**src/ctr_pkg.sv**
```systemverilog
// Package of constants, types and arithmetic helpers for the current and temperature readout datapath.
package ctr_pkg;

    // ------------------------------------------------------------------
    // Timing
    // ------------------------------------------------------------------
    localparam int CLK_HZ            = 20_000_000;
    localparam int CLK_PER_US        = CLK_HZ / 1_000_000;
    localparam int CUR_PERIOD_US     = 175_800;
    localparam int CUR_PERIOD_CYC    = CUR_PERIOD_US * CLK_PER_US;
    localparam int THERM_PERIOD_US   = 1_400_000;
    localparam int THERM_PERIOD_CYC  = THERM_PERIOD_US * CLK_PER_US;
    localparam int SETTLE_US         = 1_000;
    localparam int SETTLE_CYC        = SETTLE_US * CLK_PER_US;

    // ------------------------------------------------------------------
    // Register word indices (byte address is four times the index)
    // ------------------------------------------------------------------
    localparam logic [7:0] IDX_TEMPERATURE_VALUE   = 8'h08;
    localparam logic [7:0] IDX_CURRENT_VALUE       = 8'h0A;
    localparam logic [7:0] IDX_CURRENT_AVERAGE     = 8'h0B;
    localparam logic [7:0] IDX_TEMPERATURE_AVERAGE = 8'h16;
    localparam logic [7:0] IDX_TEMPERATURE_EXTREMES = 8'h1A;
    localparam logic [7:0] IDX_CURRENT_EXTREMES    = 8'h1C;
    localparam logic [7:0] IDX_READOUT_CONFIG      = 8'h1D;
    localparam logic [7:0] IDX_THERMISTOR_RATIO    = 8'h27;
    localparam logic [7:0] IDX_AVERAGING_CONFIG    = 8'h29;
    localparam logic [7:0] IDX_TEMPERATURE_GAIN    = 8'h2C;
    localparam logic [7:0] IDX_TEMPERATURE_OFFSET  = 8'h2D;
    localparam logic [7:0] IDX_CURRENT_GAIN        = 8'h2E;
    localparam logic [7:0] IDX_CURRENT_OFFSET      = 8'h2F;

    // ------------------------------------------------------------------
    // Reset values
    // ------------------------------------------------------------------
    localparam logic [15:0] RST_EXTREMES     = 16'h807F;
    localparam logic [15:0] RST_CURRENT_GAIN        = 16'h4000;
    localparam logic [15:0] RST_CURRENT_OFFSET         = 16'h0000;
    localparam logic [15:0] RST_TEMPERATURE_GAIN        = 16'h4000;
    localparam logic [15:0] RST_TEMPERATURE_OFFSET         = 16'h0000;
    localparam logic [15:0] RST_TEMPERATURE  = 16'h1600;
    localparam logic [15:0] RST_CUR_AVG      = 16'h0000;
    localparam logic [15:0] RST_TEMP_AVG     = 16'h1600;
    localparam logic [15:0] RST_RATIO        = 16'h0000;
    localparam logic [15:0] RST_CONFIG       = 16'h0005;
    localparam logic [15:0] RST_FILTER       = 16'h0404;
    localparam logic [15:0] ZERO16           = 16'h0000;

    // ------------------------------------------------------------------
    // Arithmetic
    // ------------------------------------------------------------------
    localparam int              GAIN_FRAC       = 14;
    localparam int              AVG_FRAC        = 16;
    localparam logic [4:0]      CUR_SHIFT_BASE  = 5'h02;
    localparam logic [4:0]      TEMP_SHIFT_BASE = 5'h08;
    localparam logic signed [33:0] SAT_MAX      = 34'sh0_0000_7FFF;
    localparam logic signed [33:0] SAT_MIN      = -34'sh0_0000_8000;
    localparam logic [15:0]     WORD_MAX        = 16'h7FFF;
    localparam logic [15:0]     WORD_MIN        = 16'h8000;

    // ------------------------------------------------------------------
    // Types
    // ------------------------------------------------------------------
    typedef struct packed {
        logic [11:0] reserved;
        logic        force_divider_pullup;
        logic        divider_power_switch;
        logic        host_temp_select;
        logic        temp_meas_enable;
    } ctr_config_t;

    typedef struct packed {
        logic [4:0] reserved_hi;
        logic [2:0] temp_window;
        logic [3:0] reserved_lo;
        logic [3:0] cur_window;
    } ctr_filter_t;

    typedef enum logic [1:0] {
        TH_IDLE    = 2'b00,
        TH_SETTLE  = 2'b01,
        TH_CONVERT = 2'b10
    } ctr_therm_state_t;

    // Gain is a signed fraction with 2^14 as unity; the offset counts double.
    function automatic logic [15:0] ctr_calibrate(input logic signed [16:0] x,
                                                  input logic signed [15:0] g,
                                                  input logic signed [15:0] o);
        logic signed [32:0] prod;
        logic signed [33:0] sum;
        prod = x * g;
        sum  = 34'(prod >>> GAIN_FRAC) + (34'(o) <<< 1);
        if (sum > SAT_MAX) begin
            return WORD_MAX;
        end else if (sum < SAT_MIN) begin
            return WORD_MIN;
        end
        return sum[15:0];
    endfunction

    // Byte-lane merge of a 16-bit register with the low half of the bus word.
    function automatic logic [15:0] ctr_merge(input logic [15:0] old,
                                              input logic [15:0] wdat,
                                              input logic [1:0]  sel);
        return {sel[1] ? wdat[15:8] : old[15:8], sel[0] ? wdat[7:0] : old[7:0]};
    endfunction

endpackage

```
**src/ctr_datapath.sv**
```systemverilog
// Current and temperature readout datapath with a classic Wishbone register slave.
`timescale 1ns/1ps

// Function
// - Current average over a 0.7 s to 6.4 h window, same weight as samples.
// - First current sample after reset seeds the current average.
// - Current average freezes at its last value in shutdown.
// - Each current sample replaces the stored maximum or minimum it exceeds.
// - Current extremes reset to max 80h, min 7Fh; host may write 807Fh.
// - Current extremes are signed bytes at 0.4 mV per sense resistance.
// - Current equals raw times gain over 16384 plus twice the offset.
// - Current gain and offset are signed, defaulting to 4000h and 0000h.
// - Ratio measured every 1.4 s only while active with measurement enabled.
// - Each conversion switches the pullup on, then waits a settling time.
// - Power switch set and force clear turns the pullup off after conversion.
// - Temperature is ratio times gain over 16384 plus twice offset, per update.
// - With host select set, temperature comes only from host writes.
// - Ratio holds its last value in shutdown or with measurement disabled.
// - Temperature is signed at 0.0039 C per bit; upper byte is whole degrees.
// - Temperature average over 6 min to 12.7 h, seeded first; in shutdown only host writes with host select set move it.
// - Temperature extremes are signed whole-degree bytes, reset to 807Fh.
// - 256 sixteen-bit word locations, each moved as two bytes.
// - Reading the upper byte latches both bytes for the rest of the read.
// - Registers reset to defaults, kept in shutdown; reserved words read zero.
// - A new current sample is requested every 175.8 ms while active.
module ctr_datapath
    import ctr_pkg::*;
#(
    parameter int unsigned CUR_PERIOD_CYCLES   = CUR_PERIOD_CYC,
    parameter int unsigned THERM_PERIOD_CYCLES = THERM_PERIOD_CYC,
    parameter int unsigned SETTLE_CYCLES       = SETTLE_CYC
) (
    input  wire logic        clk_i,
    input  wire logic        rst_i,
    input  wire logic        wb_cyc_i,
    input  wire logic        wb_stb_i,
    input  wire logic        wb_we_i,
    input  wire logic [9:0]  wb_adr_i,
    input  wire logic [3:0]  wb_sel_i,
    input  wire logic [31:0] wb_dat_i,
    output logic      [31:0] wb_dat_o,
    output logic             wb_ack_o,
    input  wire logic        active_i,
    output logic             cur_conv_req_o,
    input  wire logic        cur_raw_valid_i,
    input  wire logic [15:0] cur_raw_i,
    output logic             divider_pullup_en_o,
    output logic             therm_conv_req_o,
    input  wire logic        therm_ratio_valid_i,
    input  wire logic [15:0] therm_ratio_i
);

    // ------------------------------------------------------------------
    // Elaboration checks
    // ------------------------------------------------------------------
    if (CUR_PERIOD_CYCLES < 2 || THERM_PERIOD_CYCLES < 2 || SETTLE_CYCLES < 1) begin : g_bad_param
        $error("ctr_datapath: period and settle counts must be at least two and one cycles");
    end

    // ------------------------------------------------------------------
    // Declarations
    // ------------------------------------------------------------------
    logic             ack_q;
    logic [31:0]      dat_q;
    logic [15:0]      hold_q;
    logic [7:0]       hold_idx_q;
    logic             hold_vld_q;
    logic [15:0]      current_gain_q;
    logic [15:0]      current_offset_q;
    logic [15:0]      temperature_gain_q;
    logic [15:0]      temperature_offset_q;
    ctr_config_t      cfg_q;
    ctr_filter_t      filt_q;
    logic [15:0]      cur_q;
    logic             cur_upd_q;
    logic [15:0]      temp_q;
    logic             temp_upd_q;
    logic [15:0]      ratio_q;
    logic [31:0]      cur_cnt_q;
    logic [31:0]      therm_cnt_q;
    logic             cur_tick_q;
    logic             therm_tick_q;
    logic             cur_req_q;
    logic             therm_req_q;
    logic             pullup_q;
    logic [31:0]      settle_cnt_q;
    ctr_therm_state_t th_state_q;

    logic             bus_req;
    logic             bus_wr;
    logic             bus_rd;
    logic [7:0]       idx;
    logic [15:0]      wdat;
    logic [1:0]       wsel;
    logic [15:0]      rd_word;
    logic             ratio_evt;
    logic             release_pullup;

    logic [1:0]       ch_upd;
    logic [15:0]      ch_smp   [2];
    logic [4:0]       ch_shift [2];
    logic [1:0]       ch_ext_wr;
    logic [15:0]      ch_rst_avg [2];
    logic [15:0]      ch_avg   [2];
    logic [15:0]      ch_ext   [2];

    assign bus_req = wb_cyc_i & wb_stb_i & ~ack_q;
    assign bus_wr  = bus_req & wb_we_i;
    assign bus_rd  = bus_req & ~wb_we_i;
    assign idx     = wb_adr_i[9:2];
    assign wdat    = wb_dat_i[15:0];
    assign wsel    = wb_sel_i[1:0];

    assign wb_ack_o            = ack_q;
    assign wb_dat_o            = dat_q;
    assign cur_conv_req_o      = cur_req_q;
    assign therm_conv_req_o    = therm_req_q;
    assign divider_pullup_en_o = pullup_q;

    // ------------------------------------------------------------------
    // Wishbone slave: one wait state, registered answer
    // ------------------------------------------------------------------
    // word map decode
    always_comb begin
        case (idx)
            IDX_TEMPERATURE_VALUE:    rd_word = temp_q;
            IDX_CURRENT_VALUE:        rd_word = cur_q;
            IDX_CURRENT_AVERAGE:      rd_word = ch_avg[0];
            IDX_TEMPERATURE_AVERAGE:  rd_word = ch_avg[1];
            IDX_TEMPERATURE_EXTREMES: rd_word = ch_ext[1];
            IDX_CURRENT_EXTREMES:     rd_word = ch_ext[0];
            IDX_READOUT_CONFIG:       rd_word = cfg_q;
            IDX_THERMISTOR_RATIO:     rd_word = ratio_q;
            IDX_AVERAGING_CONFIG:     rd_word = filt_q;
            IDX_TEMPERATURE_GAIN:     rd_word = temperature_gain_q;
            IDX_TEMPERATURE_OFFSET:   rd_word = temperature_offset_q;
            IDX_CURRENT_GAIN:         rd_word = current_gain_q;
            IDX_CURRENT_OFFSET:       rd_word = current_offset_q;
            default:                  rd_word = ZERO16;
        endcase
    end

    always_ff @(posedge clk_i) begin
        if (rst_i) begin
            ack_q <= 1'b0;
        end else begin
            ack_q <= bus_req;
        end
    end

    // A lower-byte read that follows an upper-byte read of the same word returns the latched copy.
    always_ff @(posedge clk_i) begin
        if (rst_i) begin
            dat_q      <= 32'h0000_0000;
            hold_q     <= ZERO16;
            hold_idx_q <= 8'h00;
            hold_vld_q <= 1'b0;
        end else if (bus_rd) begin
            if (wsel[1]) begin
                dat_q      <= {ZERO16, rd_word};
                hold_q     <= rd_word;
                hold_idx_q <= idx;
                hold_vld_q <= 1'b1;
            end else if (hold_vld_q && hold_idx_q == idx) begin
                dat_q      <= {ZERO16, hold_q};
                hold_vld_q <= 1'b0;
            end else begin
                dat_q      <= {ZERO16, rd_word};
                hold_vld_q <= 1'b0;
            end
        end else if (bus_wr) begin
            hold_vld_q <= 1'b0;
        end
    end

    // ------------------------------------------------------------------
    // Configuration registers
    // ------------------------------------------------------------------
    // defaults at reset, no shutdown effect
    always_ff @(posedge clk_i) begin
        if (rst_i) begin
            current_gain_q <= RST_CURRENT_GAIN;
            current_offset_q  <= RST_CURRENT_OFFSET;
            temperature_gain_q <= RST_TEMPERATURE_GAIN;
            temperature_offset_q  <= RST_TEMPERATURE_OFFSET;
            cfg_q   <= RST_CONFIG;
            filt_q  <= RST_FILTER;
        end else if (bus_wr) begin
            case (idx)
                IDX_CURRENT_GAIN:       current_gain_q <= ctr_merge(current_gain_q, wdat, wsel);
                IDX_CURRENT_OFFSET:     current_offset_q  <= ctr_merge(current_offset_q, wdat, wsel);
                IDX_TEMPERATURE_GAIN:   temperature_gain_q <= ctr_merge(temperature_gain_q, wdat, wsel);
                IDX_TEMPERATURE_OFFSET: temperature_offset_q  <= ctr_merge(temperature_offset_q, wdat, wsel);
                IDX_READOUT_CONFIG:     cfg_q   <= ctr_merge(cfg_q, wdat, wsel);
                IDX_AVERAGING_CONFIG:   filt_q  <= ctr_merge(filt_q, wdat, wsel);
                default: ;
            endcase
        end
    end

    // ------------------------------------------------------------------
    // Sample-rate dividers
    // ------------------------------------------------------------------
    always_ff @(posedge clk_i) begin
        if (rst_i) begin
            cur_cnt_q  <= 32'h0000_0000;
            cur_tick_q <= 1'b0;
        end else begin
            cur_tick_q <= (cur_cnt_q == 32'(CUR_PERIOD_CYCLES - 1));
            cur_cnt_q  <= (cur_cnt_q == 32'(CUR_PERIOD_CYCLES - 1)) ? 32'h0000_0000 : cur_cnt_q + 32'h0000_0001;
        end
    end

    always_ff @(posedge clk_i) begin
        if (rst_i) begin
            therm_cnt_q  <= 32'h0000_0000;
            therm_tick_q <= 1'b0;
        end else begin
            therm_tick_q <= (therm_cnt_q == 32'(THERM_PERIOD_CYCLES - 1));
            therm_cnt_q  <= (therm_cnt_q == 32'(THERM_PERIOD_CYCLES - 1)) ? 32'h0000_0000
                                                                         : therm_cnt_q + 32'h0000_0001;
        end
    end

    // ------------------------------------------------------------------
    // Current channel
    // ------------------------------------------------------------------
    always_ff @(posedge clk_i) begin
        if (rst_i) begin
            cur_req_q <= 1'b0;
            cur_q     <= RST_CUR_AVG;
            cur_upd_q <= 1'b0;
        end else begin
            cur_req_q <= cur_tick_q & active_i;
            cur_upd_q <= cur_raw_valid_i & active_i;
            if (cur_raw_valid_i && active_i) begin
                cur_q <= ctr_calibrate(17'(signed'(cur_raw_i)), signed'(current_gain_q), signed'(current_offset_q));
            end
        end
    end

    // ------------------------------------------------------------------
    // Thermistor sequencer
    // ------------------------------------------------------------------
    assign ratio_evt      = (th_state_q == TH_CONVERT) & therm_ratio_valid_i & active_i;
    assign release_pullup = cfg_q.divider_power_switch & ~cfg_q.force_divider_pullup;

    always_ff @(posedge clk_i) begin
        if (rst_i) begin
            th_state_q   <= TH_IDLE;
            settle_cnt_q <= 32'h0000_0000;
            therm_req_q  <= 1'b0;
            pullup_q     <= 1'b0;
        end else begin
            therm_req_q <= 1'b0;
            case (th_state_q)
                TH_IDLE: begin
                    // start only when active and enabled
                    if (therm_tick_q && active_i && cfg_q.temp_meas_enable) begin
                        pullup_q     <= 1'b1;
                        settle_cnt_q <= 32'h0000_0000;
                        th_state_q   <= TH_SETTLE;
                    end else if (release_pullup) begin
                        pullup_q <= 1'b0;
                    end
                end
                TH_SETTLE: begin
                    if (!active_i) begin
                        th_state_q <= TH_IDLE;
                    end else if (settle_cnt_q == 32'(SETTLE_CYCLES - 1)) begin
                        therm_req_q <= 1'b1;
                        th_state_q  <= TH_CONVERT;
                    end else begin
                        settle_cnt_q <= settle_cnt_q + 32'h0000_0001;
                    end
                end
                TH_CONVERT: begin
                    if (!active_i || therm_ratio_valid_i) begin
                        th_state_q <= TH_IDLE;
                        if (release_pullup) begin
                            pullup_q <= 1'b0;
                        end
                    end
                end
                default: th_state_q <= TH_IDLE;
            endcase
            if (cfg_q.force_divider_pullup) begin
                pullup_q <= 1'b1;
            end
        end
    end

    // ratio changes only on a completed conversion
    always_ff @(posedge clk_i) begin
        if (rst_i) begin
            ratio_q <= RST_RATIO;
        end else if (ratio_evt) begin
            ratio_q <= therm_ratio_i;
        end
    end

    // ------------------------------------------------------------------
    // Temperature value
    // ------------------------------------------------------------------
    always_ff @(posedge clk_i) begin
        if (rst_i) begin
            temp_q     <= RST_TEMPERATURE;
            temp_upd_q <= 1'b0;
        end else begin
            temp_upd_q <= 1'b0;
            if (bus_wr && idx == IDX_TEMPERATURE_VALUE) begin
                temp_q     <= ctr_merge(temp_q, wdat, wsel);
                temp_upd_q <= cfg_q.host_temp_select;
            end else if (ratio_evt && cfg_q.temp_meas_enable && !cfg_q.host_temp_select) begin
                temp_q     <= ctr_calibrate({1'b0, therm_ratio_i}, signed'(temperature_gain_q), signed'(temperature_offset_q));
                temp_upd_q <= 1'b1;
            end
        end
    end

    // ------------------------------------------------------------------
    // Averaging and extremes, one lane per channel
    // ------------------------------------------------------------------
    assign ch_upd       = {temp_upd_q, cur_upd_q};
    assign ch_smp[0]    = cur_q;
    assign ch_smp[1]    = temp_q;
    assign ch_shift[0]  = CUR_SHIFT_BASE + 5'(filt_q.cur_window);
    assign ch_shift[1]  = TEMP_SHIFT_BASE + 5'(filt_q.temp_window);
    assign ch_ext_wr[0] = bus_wr && idx == IDX_CURRENT_EXTREMES;
    assign ch_ext_wr[1] = bus_wr && idx == IDX_TEMPERATURE_EXTREMES;
    assign ch_rst_avg[0] = RST_CUR_AVG;
    assign ch_rst_avg[1] = RST_TEMP_AVG;

    for (genvar ch = 0; ch < 2; ch++) begin : g_chan
        logic signed [31:0] acc_q;
        logic               seeded_q;
        logic signed [32:0] diff;
        logic signed [7:0]  max_q;
        logic signed [7:0]  min_q;
        logic signed [7:0]  max_base;
        logic signed [7:0]  min_base;
        logic signed [7:0]  smp_byte;
        logic [15:0]        merged;

        assign diff     = 33'(signed'({ch_smp[ch], ZERO16})) - 33'(acc_q);
        assign merged   = ctr_merge({max_q, min_q}, wdat, wsel);
        assign max_base = ch_ext_wr[ch] ? signed'(merged[15:8]) : max_q;
        assign min_base = ch_ext_wr[ch] ? signed'(merged[7:0]) : min_q;
        assign smp_byte = signed'(ch_smp[ch][15:8]);

        always_ff @(posedge clk_i) begin
            if (rst_i) begin
                acc_q    <= signed'({ch_rst_avg[ch], ZERO16});
                seeded_q <= 1'b0;
            // no update without a sample, so shutdown freezes it except for host temperature writes with host select set
            end else if (ch_upd[ch]) begin
                seeded_q <= 1'b1;
                if (!seeded_q) begin
                    acc_q <= signed'({ch_smp[ch], ZERO16});
                end else begin
                    acc_q <= acc_q + 32'(diff >>> ch_shift[ch]);
                end
            end
        end

        // compare against both bounds; a sample in the write cycle still counts
        always_ff @(posedge clk_i) begin
            if (rst_i) begin
                {max_q, min_q} <= RST_EXTREMES;
            end else begin
                max_q <= max_base;
                min_q <= min_base;
                // upper byte is the coarse value
                if (ch_upd[ch] && smp_byte > max_base) begin
                    max_q <= smp_byte;
                end
                if (ch_upd[ch] && smp_byte < min_base) begin
                    min_q <= smp_byte;
                end
            end
        end

        assign ch_avg[ch] = acc_q[31:16];
        assign ch_ext[ch] = {max_q, min_q};
    end

endmodule // ctr_datapath

```
**config.mk**
```make
export PLATFORM = sky130hd
export DESIGN_NAME = ctr_datapath
export DESIGN_NICKNAME = d
export VERILOG_FILES = /design/src/ctr_pkg.sv /design/src/ctr_datapath.sv
export SDC_FILE = /design/constraint.sdc
export NUM_CORES = 2
export LEC_CHECK = 0
export ABC_AREA = 1
export BUFFER_PORTS_ARGS = -buffer_cell sky130_fd_sc_hd__buf_2
export CAP_MARGIN = 20
export CORE_ASPECT_RATIO = 0.6
export CORE_MARGIN = 2
export CORE_UTILIZATION = 55
export CTS_CLUSTER_DIAMETER = 50
export DETAILED_ROUTE_END_ITERATION = 8
export PLACE_DENSITY_LB_ADDON = 0.15
export SYNTH_ARGS = -nofsm -noshare
export SYNTH_HDL_FRONTEND = slang
export SYNTH_SLANG_ARGS = --single-unit
export TNS_END_PERCENT = 1
```
**constraint.sdc**
```tcl
create_clock -name clk_i -period 9.65 [get_ports clk_i]
set_input_delay 0.965 -clock clk_i [delete_from_list [all_inputs] [get_ports clk_i]]
set_output_delay 0.965 -clock clk_i [all_outputs]
set_load 0.02 [all_outputs]
```
## Yosys cells after proc, flatten, opt, wreduce, memory -nomap -nowiden

Index checks and enable logic that the tools add are counted.
W data, S select, Z words.

| operators by class | value |
|---|---|
| $add $sub $neg | 11 |
| $mul | 2 |
| order comparisons | 8 |
| equal/unequal tests | 27 |
| shift operators | 2 |
| muxes and demuxes | 56 |
| bitwise logic cells | 14 |
| reductions and logical operators | 42 |

Operators by type and width:

| operator | number |
|---|---|
| $pmux W16 S13 | 1 |
| $mux W16 | 10 |
| $mux W32 | 5 |
| $mux W8 | 14 |
| $add A32 B1 Y32 const B | 3 |
| $sshr A33 B5 Y32 | 2 |
| $sub A32 B32 Y33 | 2 |
| $add A32 B32 Y32 | 2 |
| $pmux W32 S2 | 1 |
| $eq A8 B6 Y1 const B | 6 |
| $reduce_and A3 Y1 | 13 |
| $mul A17 B16 Y33 | 1 |
| $eq A32 B15 Y1 const B | 1 |
| $eq A32 B22 Y1 const B | 1 |
| $eq A32 B25 Y1 const B | 1 |
| $eq A8 B5 Y1 const B | 4 |
| $mul A16 B16 Y32 | 1 |
| $eq A8 B4 Y1 const B | 3 |
| $add A19 B17 Y20 | 1 |
| $gt A20 B16 Y1 const B | 1 |
| $lt A20 B16 Y1 const B | 1 |
| $add A18 B17 Y19 | 1 |
| $gt A19 B16 Y1 const B | 1 |
| $lt A19 B16 Y1 const B | 1 |
| other kinds (27) | 85 |

| storage, ports and cells | value |
|---|---|
| register bits after elaboration | 405 |
| input bits | 86 |

## Longest topological paths before layout

| depth | value |
|---|---|
| depth in word-level cells | 11 |
| depth in mapped cells | 42 |
| mapped depth without buffers | 41 |

## Worst setup path before layout

OpenSTA, ideal clock, no wires.

| path | value |
|---|---|
| kind | input port to flip-flop |
| start point | input port therm_ratio_i[10] |
| end point | register temp_q[10] |
| setup time | 0.120 ns |
| data arrival time | 8.304 ns |
| data required time | 9.530 ns |
| path slack | 1.226 ns |
| stages on the path | 37 |
| buffers on the path | 3 |
| path through | clkbuf_1 clkbuf_1 nand2_1 fa_1 fa_1 fa_1 fa_1 inv_1 fa_1 inv_1 fa_1 inv_1 ha_1 nand2_1 o21ai_0 a21oi_1 a21boi_0 o21ai_0 a21oi_1 o21ai_0 nand3_1 o2111ai_1 xor2_1 ha_1 nand2_1 nor3_1 nor3b_1 nand4_1 nand3_1 xor2_1 nor3_1 nand3_1 a21oi_2 buf_4 nand2_1 o211ai_1 nand2_1 |

| between the ends | value |
|---|---|
| word-level cells in the longest chain between the ends | 11 |
| elaborated cells on any way between the ends | 13 |
| classes of those cells | add/sub (1); mul (1); order compare (2); mux (9) |

RTL lines:

| element | RTL line | source |
|---|---|---|
| start: declaration | ctr_datapath.sv:50 | `input wire logic [15:0] therm_ratio_i` |
| $mul A17 B16 Y33 * | ctr_pkg.sv:91 | `prod = x * g;` |
| $add A19 B17 Y20 * | ctr_pkg.sv:92 | `sum = 34'(prod >>> GAIN_FRAC) + (34'(o) <<< 1);` |
| $lt A20 B16 Y1 | ctr_pkg.sv:95 | `end else if (sum < SAT_MIN) begin` |
| $mux W1 | ctr_pkg.sv:95 |  |
| $mux W1 | ctr_pkg.sv:93 | `if (sum > SAT_MAX) begin` |
| $mux W1 | ctr_datapath.sv:314 | `end else if (ratio_evt && cfg_q.temp_meas_enable && !cfg_q.host_temp_select) begin` |
| $mux W1 | ctr_datapath.sv:311 | `if (bus_wr && idx == IDX_TEMPERATURE_VALUE) begin` |
| $mux W1 | ctr_datapath.sv:306 | `if (rst_i) begin` |
| $mux W16 * | ctr_pkg.sv:98 | `return sum[15:0];` |
| $mux W16 * | ctr_datapath.sv:314 |  |
| $mux W16 * | ctr_datapath.sv:311 |  |
| end signal: assignment | ctr_datapath.sv:312 | `temp_q <= ctr_merge(temp_q, wdat, wsel);` |
| end signal: assignment | ctr_datapath.sv:315 | `temp_q <= ctr_calibrate({1'b0, therm_ratio_i}, signed'(temperature_gain_q), signed'(temperature_offset_q));` |
| end: declaration | ctr_datapath.sv:76 | `logic [15:0] temp_q;` |

Every way passes the cells marked *; elsewhere a longest branch is shown, timed or not. The select of a mux whose other input is x is not followed.
A chain may end at the register's enable or synchronous reset.

## Final worst setup path

| path | value |
|---|---|
| start point | register temperature_gain_q[5] |
| end point | register temp_q[10] |

| between the ends | value |
|---|---|
| word-level cells in the longest chain between the ends | 11 |
| elaborated cells on any way between the ends | 13 |
| classes of those cells | add/sub (1); mul (1); order compare (2); mux (9) |

RTL lines:

| element | RTL line | source |
|---|---|---|
| start: declaration | ctr_datapath.sv:70 | `logic [15:0] temperature_gain_q;` |
| start signal: assignment | ctr_datapath.sv:192 | `IDX_TEMPERATURE_GAIN: temperature_gain_q <= ctr_merge(temperature_gain_q, wdat, wsel);` |
| $mul A17 B16 Y33 * | ctr_pkg.sv:91 |  |
| $add A19 B17 Y20 * | ctr_pkg.sv:92 |  |
| $lt A20 B16 Y1 | ctr_pkg.sv:95 |  |
| $mux W1 | ctr_pkg.sv:95 |  |
| $mux W1 | ctr_pkg.sv:93 |  |
| $mux W1 | ctr_datapath.sv:314 |  |
| $mux W1 | ctr_datapath.sv:311 |  |
| $mux W1 | ctr_datapath.sv:306 |  |
| $mux W16 * | ctr_pkg.sv:98 |  |
| $mux W16 * | ctr_datapath.sv:314 |  |
| $mux W16 * | ctr_datapath.sv:311 |  |

Marks and branches as above.

==> reports/results.ini <==
[run_status]
result_of_the_run=completed

[logic_synthesis]
syn-mean-instance-area_um2=6.95
synth_warnings=0
post_synthesis_instance_area_um2=46700
ys_dominant_reg_cell=dfxtp_1
yosys.area.top_type=fa_1
post_synthesis_register_bit_count=389
syn_inst=6729
ys_types=71
yosys-top-cells-area=fa_1 20%, dfxtp_1 17%, nand2_1 12%
count_of_flip_flops_with_a_built_in_enable_after_synthesis=0
async_flop_share=0
post-synth-top-area-fraction=0.196
seq_area_frac_synth=0.167

[cts]
cts.path.max_buffers=3
clock_latency_ns=0.62
clock_tree_from_tritoncts=yes
cts-buffers-inserted=46
maximum_level_of_the_cts_h_tree=2
clkSinkCount=389
post-cts-setup-buffer-count=0
cts_root_buffer=clkbuf_16
clkTransAtPathRegs_ns=0.07

[timing]
max_freq_ghz=0.112
clock-skew-final_ns=0.0265
post-route-period-util=0.929
timing.final.setup_violations=0
report.final.slew_viol_count=0
timing.max_slew.rel_slack=0.211
tightest_slew_ns=1.18
rsz0062_at_grt=no
setup_total_negative_slack_ns=0
timing.final.crit_period_ns=8.97
final_hold_vio_count=0

[route]
routedWlPerCell_um=19.3
detailedRoute.firstIterationViolations=5089
drt-pass1-iter-count=6
routed_wl_um=151000
postRouteAntennaNets=0
via_density_per_instance=5.69
detail_route.drc_violations=0
detailroute.via_count=44500

[floorplan]
floorplan.die_area_um2=87400
rows=82
die_height_um=230
core_area_um2=83800
die_w_um=380
pin_count=122
initial_utilization=0.558

[global_route]
wire_length_of_the_first_global_routing_pass_um=239000
grt_antenna_before_repair=9
grt_max_degree=99
overall_routing_resource_usage=0.346
grt_pass1_vias=41600
overflow=0

[critical_path]
cpPeakStageDelay_ns=0.78
cp_data_arrival_time_ns=9.52
worstSetupStartpointType=register
cp_slowest_cell=dfxtp_1
worst-endpoint-required_ns=10.20
worstSetupEndpointType=register
timing_worst_setup_path_type=register to register
path_max_fanout=15

[finish]
num-nets-final=7554
layout.cells.most_common_list=1510 x nand2_1, 1255 x inv_1, 594 x a21oi_1
mostFrequentLayoutCell=nand2_1
fraction_of_final_layout_cells_sized_beyond_drive_strength_1=0.0524
fin_area_um2=49600
syn2layout_area_growth_pct=6.05

[power_and_ir_drop]
vdd_ir_drop_max_mv=0.126
power.density_cell_area_nw_per_um2=86.9
power.leakage_nw=25.4

[placement]
gp_congestion=1.01
dpl_cell_area_um2=47900
dp_hpwl_um=121000
port-buffer-count=85

[run]
max_capacitance_violation_count=0

[worst_hold_path]
min-delay-path-class=register to register

==> path summary, 6_finish.rpt <==
| path | from | endpoint | slack (ns) | depth (start not counted) |
|---|---|---|---|---|
| worst max-delay path | temperature_gain_q[5]$_SDFFE_PP0P_ | temp_q[10]$_SDFFE_PP1P_ | 0.68 | 37 |
| worst min-delay path | cur_tick_q$_SDFF_PP0_ | cur_conv_req_o$_SDFF_PP0_ | 0.44 | 2 |
| worst min register to register | cur_tick_q$_SDFF_PP0_ | cur_conv_req_o$_SDFF_PP0_ | 0.44 | 2 |
| worst max register to register | temperature_gain_q[5]$_SDFFE_PP0P_ | temp_q[10]$_SDFFE_PP1P_ | 0.68 | 37 |
==> routing by layer <==
metal,wire length (µm),GRT usage,part of all wire,up-vias
met1,73300,0.560,0.48,20900
met3,20700,0.104,0.14,200
met4,2520,0.0568,0.017,10
met5,79,0,0.00052,-
li1,-,-,-,21200
met2,54600,0.443,0.36,2219
==> cell usage after synthesis (9+ instances only) <==
library cell / number
a211oi_1: 24
a21o_1: 12
a21oi_1: 594
a221oi_1: 22
a22o_1: 18
a31oi_1: 19
buf_1: 14
buf_2: 13
buf_4: 19
clkbuf_1: 246
clkinv_1: 15
dfxtp_1: 389
fa_1: 458
ha_1: 364
inv_1: 1255
mux2i_1: 16
nand2_1: 1510
nand3_1: 304
nand4_1: 57
nor2_1: 368
nor2_2: 11
nor2_4: 11
nor3_1: 86
nor4_1: 45
o2111ai_1: 9
o211ai_1: 53
o21a_1: 19
o21ai_0: 434
o21ai_1: 20
o21bai_1: 21
o22ai_1: 19
or2_2: 41
xnor2_1: 47
xor2_1: 90
==> final cells by class <==
cell class / instances / area [µm²]
Fill cell: 8041 / 34300
Multi-Input combinational cell: 4787 / 33000
Sequential cell: 389 / 7790
Inverter: 1274 / 4780
Tap cell: 1134 / 1420
Clock buffer: 61 / 1340
Timing Repair Buffer: 148 / 916
Clock inverter: 22 / 280
Antenna cell: 2 / 5.00
==> critical path: cells and delay by family (launching register included) <==
family          cells  cell delay (ns)
compound gates      9             1.84
xor+xnor            2             0.36
fa+ha+maj           8             3.54
buf+inv             7             0.53
flops               1             0.78
simple gates       11             1.84
==> metrics by stage <==
| step | setup WS (ns) | instances | util | power (mW) | hold slack, ns |
|---|---|---|---|---|---|
| after detailed placement | 0.272 | 7729 | 0.571 | 2.44 | 0.416 |
| after global routing | 0.0115 | 7815 | 0.591 | 4.47 | 0.471 |
| final | 0.684 | 7817 | 0.591 | 4.31 | 0.443 |
| after floorplan | 1.23 | 6744 | - | 2.21 | 0.402 |
| after global placement | 0.327 | 7728 | 0.571 | 2.43 | 0.411 |
| after CTS | 0.792 | 7812 | 0.591 | 4.30 | 0.454 |
==> cells by family after synthesis <==
group | synth area share
flip-flops | 0.167
AND/OR/NAND/NOR | 0.225
multiplexers | 0.00343
AO/OA/AOI/OAI | 0.157
adder cells (fa/ha/maj) | 0.294
buffers and inverters | 0.128
XOR/XNOR | 0.0257
other | 0.0000802
==> sequential cells by signal, summed over array words and instances, names as in the netlist, 2 cells and up <==
signal / count
cfg_q: 16
cur_q: 16
filt_q: 16
current_offset_q: 16
current_gain_q: 16
temp_q: 16
temperature_offset_q: 16
g_chan.acc_q: 64
wb_dat_o: 16
g_chan.max_q: 16
th_state_q: 2
therm_cnt_q: 32
g_chan.seeded_q: 2
hold_idx_q: 8
temperature_gain_q: 16
ratio_q: 16
settle_cnt_q: 32
g_chan.min_q: 16
cur_cnt_q: 32
hold_q: 16
==> timing repair <==
item	CTS	global route
hold endpoints to repair	0	0
resized for setup	0	2
hold buffers	0	0
endpoints found under the setup margin	0	2
==> power by group <==
part	switching (mW)	total, mW	internal (mW)
logic	0.555	0.790	0.235
clock network	0.800	1.88	1.08
registers	0.0208	1.64	1.62
total	1.38	4.31	2.93
Note: power is estimated with default switching activity, not from simulation.
